`src/rtl/bus_buffer_pkg.sv`:
```
// Constants for the hot-swap two-wire bus buffer control logic.
// Assumes a 100 MHz reference clock.
package bus_buffer_pkg;
  localparam int unsigned CLK_MHZ         = 100;
  // Initialization time, microseconds
  localparam int unsigned INIT_TIME_US    = 110;
  localparam int unsigned INIT_CYCLES     = INIT_TIME_US * CLK_MHZ;
  // Bus idle window, microseconds: least and most
  localparam int unsigned IDLE_MIN_US     = 50;
  localparam int unsigned IDLE_MAX_US     = 200;
  localparam int unsigned IDLE_MIN_CYCLES = IDLE_MIN_US * CLK_MHZ;
  localparam int unsigned IDLE_MAX_CYCLES = IDLE_MAX_US * CLK_MHZ;
  // Idle time used, chosen inside the window
  localparam int unsigned IDLE_TIME_US    = 105;
  localparam int unsigned IDLE_CYCLES     = IDLE_TIME_US * CLK_MHZ;
  // Enable-to-ready disable time, nanoseconds
  localparam int unsigned READY_DIS_NS    = 30;
  localparam int unsigned READY_DIS_CYC   = READY_DIS_NS * CLK_MHZ / 1000;
  localparam int unsigned CNT_W           = 16;
  localparam int unsigned SYNC_STAGES     = 3;
  // Cycles a released pin is ignored while its synchroniser catches up
  localparam int unsigned RELEASE_HOLD    = SYNC_STAGES + 1;

  typedef enum logic [1:0] {
    ST_OFF     = 2'b00,
    ST_INIT    = 2'b01,
    ST_WAIT    = 2'b11,
    ST_CONNECT = 2'b10
  } conn_state_e;
endpackage

```
`src/rtl/pin_sync.sv`:
```
// Three-stage synchroniser for one asynchronous pin level.
// Output changes once stages one and two agree.
`timescale 1ns/1ps
`default_nettype none
module pin_sync
#(
  parameter logic RESET_VAL = 1'b1
)
(
  input  wire logic ref_clk,
  input  wire logic rst_b,
  input  wire logic pin_in,
  output logic      level_out
);
  typedef struct packed
  {
    logic [2:0] sh;
    logic       lvl;
  } sync_s;

  sync_s st_q;
  sync_s st_d;

  always_comb
  begin
    st_d    = st_q;
    st_d.sh = {st_q.sh[1:0], pin_in};
    // Stage 0 only feeds stage 1
    if (st_q.sh[1] == st_q.sh[2])
    begin
      st_d.lvl = st_q.sh[2];
    end
  end

  always_ff @(posedge ref_clk)
  begin
    if (!rst_b)
    begin
      st_q <= '{sh: {3{RESET_VAL}}, lvl: RESET_VAL};
    end
    else
    begin
      st_q <= st_d;
    end
  end

  assign level_out = st_q.lvl;
endmodule
`default_nettype wire

```
`src/rtl/hot_swap_connect.sv`:
```
// Connect control of a hot-swap two-wire bus buffer.
// Bus pins are open-drain: each has input, output and active-low enable.
`timescale 1ns/1ps
`default_nettype none
module hot_swap_connect
  import bus_buffer_pkg::*;
#(
  parameter int unsigned INIT_CNT = INIT_CYCLES,
  parameter int unsigned IDLE_CNT = IDLE_CYCLES
)
(
  input  wire logic ref_clk,
  input  wire logic rst_b,
  input  wire logic enable,
  input  wire logic backplane_data_pin_i,
  output logic      backplane_data_pin_o,
  output logic      backplane_data_pin_oe_b,
  input  wire logic backplane_clock_pin_i,
  output logic      backplane_clock_pin_o,
  output logic      backplane_clock_pin_oe_b,
  input  wire logic card_data_pin_i,
  output logic      card_data_pin_o,
  output logic      card_data_pin_oe_b,
  input  wire logic card_clock_pin_i,
  output logic      card_clock_pin_o,
  output logic      card_clock_pin_oe_b,
  output logic      precharge_on,
  output logic      ready_o,
  output logic      ready_oe_b
);
  import bus_buffer_pkg::*;

  // Sync order: bp data, bp clock, card data, card clock
  logic [3:0] pin_raw;
  logic [3:0] pin_lvl;
  logic       en_lvl;

  assign pin_raw = {card_clock_pin_i, card_data_pin_i,
                    backplane_clock_pin_i, backplane_data_pin_i};

  genvar g;
  generate
    for (g = 0; g < 4; g++)
    begin : g_sync
      pin_sync #(.RESET_VAL(1'b1)) u_sync
      (
        .ref_clk   (ref_clk),
        .rst_b     (rst_b),
        .pin_in    (pin_raw[g]),
        .level_out (pin_lvl[g])
      );
    end
  endgenerate

  pin_sync #(.RESET_VAL(1'b0)) u_en_sync
  (
    .ref_clk   (ref_clk),
    .rst_b     (rst_b),
    .pin_in    (enable),
    .level_out (en_lvl)
  );

  typedef struct packed
  {
    conn_state_e st;
    logic [CNT_W-1:0] cnt;
    logic [3:0]  prev;
    logic [3:0][2:0] hold;
    logic        drv_bp_data;
    logic        drv_bp_clk;
    logic        drv_cd_data;
    logic        drv_cd_clk;
    logic        precharge;
    logic        ready;
  } ctl_s;

  ctl_s st_q;
  ctl_s st_d;

  logic       all_high;
  logic       stop_seen;
  logic [3:0] ext_low;
  logic [3:0] drv_now;
  logic [3:0] hold_free;

  assign all_high  = &pin_lvl;
  // Data rises while clock high on the backplane pair
  assign stop_seen = pin_lvl[0] && !st_q.prev[0] && pin_lvl[1] && st_q.prev[1];

  // Drive bits in synchroniser order
  assign drv_now = {st_q.drv_cd_clk, st_q.drv_cd_data,
                    st_q.drv_bp_clk, st_q.drv_bp_data};

  // A just-released pin still shows our own low for a few cycles;
  // without the hold-off the two sides would pull each other forever
  always_comb
  begin
    for (int n = 0; n < 4; n++)
    begin
      hold_free[n] = (st_q.hold[n] == 3'h0);
    end
  end

  // A low that we are not driving ourselves is external
  assign ext_low = ~pin_lvl & ~drv_now & hold_free;

  always_comb
  begin
    st_d      = st_q;
    st_d.prev = pin_lvl;
    case (st_q.st)
      ST_OFF:
      begin
        st_d.cnt = '0;
        if (en_lvl)
        begin
          st_d.st        = ST_INIT;
          st_d.precharge = 1'b1;
        end
      end
      ST_INIT:
      begin
        st_d.cnt = st_q.cnt + CNT_W'(1);
        if (st_q.cnt >= CNT_W'(INIT_CNT - 1))
        begin
          st_d.st  = ST_WAIT;
          st_d.cnt = '0;
        end
      end
      ST_WAIT:
      begin
        // Any low restarts the idle timer, so busy sides delay the join
        if (!all_high)
        begin
          st_d.cnt = '0;
        end
        else if (stop_seen && &pin_lvl[3:2])
        begin
          st_d.st        = ST_CONNECT;
          st_d.precharge = 1'b0;
        end
        else if (st_q.cnt >= CNT_W'(IDLE_CNT - 1))
        begin
          st_d.st        = ST_CONNECT;
          st_d.precharge = 1'b0;
        end
        else
        begin
          st_d.cnt = st_q.cnt + CNT_W'(1);
        end
      end
      ST_CONNECT:
      begin
        st_d.ready = 1'b1;
        // Pull-down follows external lows; released on other side's rise
        st_d.drv_cd_data = ext_low[0];
        st_d.drv_bp_data = ext_low[2];
        st_d.drv_cd_clk  = ext_low[1];
        st_d.drv_bp_clk  = ext_low[3];
      end
      default:
      begin
        st_d.st = ST_OFF;
      end
    endcase
    // Release hold-off: our own low is still in the synchroniser
    for (int n = 0; n < 4; n++)
    begin
      if (drv_now[n])
      begin
        st_d.hold[n] = 3'(RELEASE_HOLD);
      end
      else if (st_q.hold[n] != 3'h0)
      begin
        st_d.hold[n] = st_q.hold[n] - 3'h1;
      end
    end
    if (!en_lvl)
    begin
      st_d.st          = ST_OFF;
      st_d.cnt         = '0;
      st_d.precharge   = 1'b0;
      st_d.ready       = 1'b0;
      st_d.drv_bp_data = 1'b0;
      st_d.drv_bp_clk  = 1'b0;
      st_d.drv_cd_data = 1'b0;
      st_d.drv_cd_clk  = 1'b0;
    end
  end

  always_ff @(posedge ref_clk)
  begin
    if (!rst_b)
    begin
      st_q <= '{st: ST_OFF, cnt: '0, prev: 4'hF, hold: '0,
                default: 1'b0};
    end
    else
    begin
      st_q <= st_d;
    end
  end

  // Synchronised low stands for a qualified fall
  // Outputs only ever pull low; high is left to pull-ups
  assign backplane_data_pin_o     = 1'b0;
  assign backplane_clock_pin_o    = 1'b0;
  assign card_data_pin_o          = 1'b0;
  assign card_clock_pin_o         = 1'b0;
  assign backplane_data_pin_oe_b  = !st_q.drv_bp_data;
  assign backplane_clock_pin_oe_b = !st_q.drv_bp_clk;
  assign card_data_pin_oe_b       = !st_q.drv_cd_data;
  assign card_clock_pin_oe_b      = !st_q.drv_cd_clk;
  assign precharge_on             = st_q.precharge;
  // Released when ready; pull-down returns as soon as the synchronised enable drops
  assign ready_o                  = 1'b0;
  assign ready_oe_b               = st_q.ready && en_lvl;
endmodule
`default_nettype wire

```
`config.mk`:
```
export PLATFORM = sky130hd
export DESIGN_NAME = hot_swap_connect
export DESIGN_NICKNAME = d
export VERILOG_FILES = /design/src/rtl/bus_buffer_pkg.sv /design/src/rtl/pin_sync.sv /design/src/rtl/hot_swap_connect.sv
export SDC_FILE = /design/constraint.sdc
export NUM_CORES = 1
export LEC_CHECK = 0
export BUFFER_PORTS_ARGS = -buffer_cell sky130_fd_sc_hd__buf_2
export CAP_MARGIN = 10
export CORE_ASPECT_RATIO = 0.75
export CORE_UTILIZATION = 53
export DETAILED_ROUTE_END_ITERATION = 6
export GPL_ROUTABILITY_DRIVEN = 0
export PLACE_DENSITY = 0.74
export SYNTH_ARGS = -nofsm -noshare
export SYNTH_HDL_FRONTEND = slang
export SYNTH_SLANG_ARGS = --single-unit
```
`constraint.sdc`:
```
create_clock -name ref_clk -period 2.05 [get_ports ref_clk]
set_input_delay 0.41 -clock ref_clk [delete_from_list [all_inputs] [get_ports ref_clk]]
set_output_delay 0.41 -clock ref_clk [all_outputs]
set_load 0.05 [all_outputs]
```
* Yosys cells after proc, flatten, opt, wreduce, memory -nomap -nowiden
Cells that the tools add are included.
** Storage, ports and cells
- Flip-flop bits (word level) :: 58
- Output and inout bits :: 11
- Latch bits :: 0
- Bits in read-only memories :: 0
- Bits in writable memories :: 0
- Word-level logic and storage cells :: 107
- Memories kept :: 0
** Operators by class
- Eq/ne operators :: 13
- Shift operators :: 0
- Reduce and logical (&&, ||, !) cells :: 35
- Multiplexer cells :: 20
- Magnitude comparators :: 2
- Div/mod/pow operators :: 0
- Bitwise gates (word level) :: 5
- Add/subtract/negate cells :: 5
- $mul :: 0
** Operators with widths (count)
- $pmux W18 S3 :: 1
- $mux W16 :: 3
- $ge A16 B14 Y1 const B :: 2
- $mux W3 :: 8
- $mux W18 :: 1
- $add A16 B1 Y16 const B :: 1
- $reduce_bool A3 Y1 :: 5
- $logic_not A3 Y1 :: 4
- $sub A3 B1 Y3 const B :: 4
- $reduce_bool A2 Y1 :: 5
- $ne A3 B3 Y1 const B :: 3
- $and A4 B4 Y4 :: 2
- $not A4 Y4 :: 2
- $reduce_and A4 Y1 :: 2
- $reduce_or A2 Y1 :: 4
- $mux W2 :: 3
- $reduce_and A3 Y1 :: 2
- $eq A1 B1 Y1 :: 5
- $logic_and A1 B1 Y1 :: 5
- $logic_not A1 Y1 :: 5
- $eq A2 B2 Y1 const B :: 2
- $ne A2 B2 Y1 const B :: 2
- $reduce_and A2 Y1 :: 2
- $mux W1 :: 3
- other kinds (4) :: 4

* Depth between registers and ports, before layout
- Word-level depth :: 8
- Depth in mapped cells :: 8

* Modules after synthesis
From an unflattened synthesis, not the netlist that was laid out.
** Second synthesis, totals
- Cells, all modules :: 306
- Area, all modules :: 2688.8 µm²
** By module, submodules not included
- hot_swap_connect :: cells each 256, area an instance 2122.0 µm², times used 1
- pin_sync (g_sync[0].u_sync ...) :: cells each 10, area an instance 112.6 µm², times used 4
- pin_sync (u_en_sync) :: cells each 10, area an instance 116.4 µm², times used 1

* Worst setup path before layout
Ideal clock, no wire load.
- Path type :: reg2reg
- Start point :: reg st_q[22] in the netlist's numbering
- End point :: reg st_q[26] in the netlist's numbering
- Arrival :: 1.970 ns
- Setup slack :: 0.010 ns
- Buffers on the path :: 1
- Period minus slack after synthesis :: 2.040 ns
- Setup time :: 0.070 ns
- Cell stages (with the launch flop) :: 8
- Cell sequence :: dfxtp_1 > ha_1 > nor4_2 > a211oi_1 > o41a_1 > buf_2 > or4_1 > a21oi_1
** Between the ends
- Cells in the longest elaborated chain, start to end :: 5
- Elaborated cells on any way between the ends :: 10
- Classes of those cells :: add/sub (1); order compare (2); eq/ne (1); mux (5); reduce/logical (1)
** RTL lines
- start, declared :: line hot_swap_connect.sv:77 : ctl_s st_q;
- start signal, assigned :: line hot_swap_connect.sv:195 : st_q <= '{st: ST_OFF, cnt: '0, prev: 4'hF, hold: '0,
- start signal, assigned :: line hot_swap_connect.sv:200 : st_q <= st_d;
- $add A16 B1 Y16 :: line hot_swap_connect.sv:123, hot_swap_connect.sv:149
- $mux W16 :: line hot_swap_connect.sv:142 : else if (st_q.cnt >= CNT_W'(IDLE_CNT - 1))
- $mux W16 :: line hot_swap_connect.sv:137 : else if (stop_seen && &pin_lvl[3:2])
- $mux W16 :: line hot_swap_connect.sv:133 : if (!all_high)
- $pmux W18 S3 :: line hot_swap_connect.sv:111 : case (st_q.st)
Parallel ways exist; a longest one is shown, timed or not. The select of a mux whose other input is x is not followed.
A chain may end at the register's enable or synchronous reset.

* Worst setup path in the final report
- Start point :: reg st_q[22] in the netlist's numbering
- End point :: reg st_q[35] in the netlist's numbering
The elaborated chain is that of the path after synthesis.

==> results.md <==
- Outcome: finished clean
- Post-route ant nets: 0
- Synth area leader: dfxtp_1
- Sequential-to-total area share from yosys stat: 0.456
- N_diodes: 0
- WHS: 0.251 ns
- Commonest cells in the netlist: dfxtp_1, nor2_1, inv_1
- Crit. End Element: flop
- Met3 usage: 0.0774
- Final core occ: 0.684
- Synth Register Bits: 58
- Reg clk slew, reported paths: around 0.07 ns
- Clk sinks: 58
- TritonRoute pass-1 iters: 5
- Sw Ratio: 0.287
- Max Root-Sink Buffers: 2
- Met1 Use GR: 0.313
- CP Launch Type: flop
- Nets: 350
- Sum of buffers and inverters on the critical path: 0
- Port bufs: 12
- Worst EP required: between 2 and 2.5 ns
- Top_reg_cell synth: dfxtp_1
- Number of flops mapped to enable cells by yosys: 0
- Internal Power: 2.01 mW
- Detailed-route vias per instance: 5.62
- Clk_lat worst skew: 0.34 ns
- Setup TNS: 0 ns
- Row count: 21
- Die area: 5090 sq um
- Fin crit period: between 1.5 and 2 ns
- CP max stage delay: 0.54 ns
- Avg Synthesized Cell Area: 8.81 sq um
- H-tree lvl count: 3
- Critical path type: reg -> reg
- Drt drc: 0
- Reg power frac: 0.445
- All-Layer GR Usage: 0.238
- Placement-stage cell area: 2830 sq um
- Antenna violations before repair: 0
- Pleak: 1.17 nW
- Final hold vios: 0
- Peak supply drop: between 600 and 700 uV
- HPWL Detailed: 3650 um
- Root Driver: clkbuf_8
- Worst R2R Setup Slack: 0.07 ns
- Hold Crit Depth: 2
- First-pass GRT wire length: 8860 um
- Hold Crit Start: backplane_clock_pin_i
- Die height: 62.0 um
- Post-synthesis cell area: roughly 2500 sq um
- Delay-heaviest family, CP: compound AO/OA/AOI/OAI gates
- Setup WS pre-CTS: -0.110 ns
- CP Max Fanout: 7
- Final WL: 5460 um
- FF-to-FF Start: st_q[22]$_SDFFE_PN0P_
- Largest net degree at the start of global routing: 32
- Combinational share of power: 0.182
- R2R depth: 6
- Async set or reset register ratio after synthesis: 0
- Worst r2r dst: st_q[35]$_SDFFE_PN0P_
- Via count: around 2200
- Hold Path Sink: g_sync[1].u_sync.st_d[2]$_SDFF_PN1_
- PwrDens: 909 nW/um^2
- Top-area cell type share of the netlist area: 0.456
- Drt initial violations: 208
- Fin area: between 3000 and 4000 sq um
- Clk_skew: 0.00949 ns
- Max Freq: 504 MHz
- CP Data Arrival Time: roughly 2.3 ns
- CTS Buf Count: 9
- Area growth from synthesis to layout: 22.2%
- Wire length per cell: 13.9 um
- Vias in the first global route: roughly 2000
- Max cap viols: 0
- Initial Util: 0.560
- Critical Path, Cell by Cell: ha_4 > nor4_2 > a211oi_2 > o41a_1 > or4_1 > a21oi_1
- CTS tree: done
- Synth top area cells: dfxtp_1, ha_1, a21oi_1, nor2_1, nand2b_1
- Psw: 811 uW
- Final period util: 0.968
- Slowest-stage cell, CP: or4_1
- Met2 Resource Use GR: 0.359
- GRT busiest layer: met2
- Cells after Synth: 289
- Final setup margin: 0.0656 ns
- Final Setup Violations: 0
- Placeable Area: between 4000 and 5000 sq um
- Die W: 82.0 um
- Post-synth cell types: 41
- Most frequent cell after synthesis: dfxtp_1
- Max-slew violations: 0
- Grt total ovfl: 0
- Synth warn: 0
- Clk pwr share: 0.373
- Layout cells sized above 1: 0.220
- IO Pins: 18
- Min-Delay Path Class: in -> reg
==> worst reg2reg max path, cell delays in order, from the launching register on <==
cell and delay [ns]:
dfxtp_2 0.34, ha_4 0.16, nor4_2 0.16, a211oi_2 0.13
o41a_1 0.45, or4_1 0.54, a21oi_1 0.14
==> state kept, by name (all words and copies together) (netlist names) <==
register                 cells
u_en_sync.st_d               2
g_sync.u_sync.level_out      4
precharge_on                 1
g_sync.u_sync.st_d           8
g_sync.u_sync.st_q           4
u_en_sync.st_q               1
drv_now                      4
u_en_sync.level_out          1
st_q                        33
==> layout make-up <==
type	instances	area (sq um)
clock buffer	9	124
clock inverter	7	78.8
fill	383	1440
inverter	26	97.6
multi-input combinational	194	1290
sequential	58	1160
tap	57	71.3
timing repair buffer	42	285
==> cells by family (layout without fill, tap and decap cells) <==
family,after synthesis,count (layout),synth area share
mux,4,4,0.0157
simple gates,104,104,0.223
buf+inv,42,84,0.0703
other cells,1,5,0.00147
xor+xnor,4,4,0.0138
fa+ha+maj,12,12,0.0590
flops,58,58,0.456
compound gates,64,65,0.160
==> per-stage QoR <==
stage | instances | total power, mW
2_1_floorplan | 293 | 1.70
3_3_place_gp | 375 | 1.76
3_5_place_dp | 375 | 1.80
4_1_cts | 392 | 2.85
5_1_grt | 393 | 3.00
6_report | 393 | 2.82
==> worst max-delay path by stage <==
| stage | start | end | slack, ns | cells past startpoint |
|---|---|---|---|---|
| after global routing | st_q[35]$_SDFFE_PN0P_ | st_q[25]$_SDFFE_PN0P_ | -0.007 | 6 |
| after global placement | st_q[22]$_SDFFE_PN0P_ | st_q[31]$_SDFFE_PN0P_ | -0.08 | 6 |
| final | st_q[22]$_SDFFE_PN0P_ | st_q[35]$_SDFFE_PN0P_ | 0.07 | 6 |
| after detailed placement | st_q[22]$_SDFFE_PN0P_ | st_q[33]$_SDFFE_PN0P_ | -0.11 | 6 |
| after floorplan | st_q[22]$_SDFFE_PN0P_ | st_q[26]$_SDFFE_PN0P_ | 0.01 | 7 |
| after CTS | st_q[22]$_SDFFE_PN0P_ | st_q[33]$_SDFFE_PN0P_ | 0.03 | 6 |
==> cell usage in the layout (no fill, tap or decap), types with 3 or more instances in the layout <==
cell type / count
o21ai_0: 9
nand2b_1: 16
inv_1: 26
a21oi_1: 24
o31ai_1: 6
clkinvlp_4: 3
nor4b_1: 5
or3_1: 6
o41ai_1: 3
conb_1: 5
buf_4: 30
xor2_1: 3
dfxtp_1: 55
nand2_1: 9
and2_1: 5
nand3_1: 10
nor3_1: 3
a211oi_1: 4
nor2_2: 3
dfxtp_2: 3
ha_1: 11
nor2_1: 28
nand4_1: 4
clkbuf_8: 9
a21boi_0: 5
or4_1: 6
buf_2: 12
mux2i_1: 4
==> repair_timing <==
action	4_1_cts	5_1_grt
setup endpoints to repair	13	15
cloned	1	0
setup buffers	0	1
hold endpoints to repair	0	0
pin swaps	1	5
hold buffers	0	0
resized for setup	1	15
==> metal layers <==
layer / share of wire / wire length [um]
met1: 0.45 / 2480
met2: 0.45 / 2450
met3: 0.073 / 396
met4: 0.026 / 141
met5: 0 / 0
==> power groups by stage <==
| stage | Clock [mW] | Combinational, mW | Sequential (mW) |
|---|---|---|---|
| 2_1_floorplan | 0 | 0.429 | 1.27 |
| 3_3_place_gp | 0 | 0.479 | 1.28 |
| 3_5_place_dp | 0 | 0.518 | 1.28 |
| 4_1_cts | 1.08 | 0.520 | 1.26 |
| 5_1_grt | 1.13 | 0.601 | 1.27 |
| 6_report | 1.05 | 0.514 | 1.26 |
Note: power is estimated with default switching activity, not from simulation.
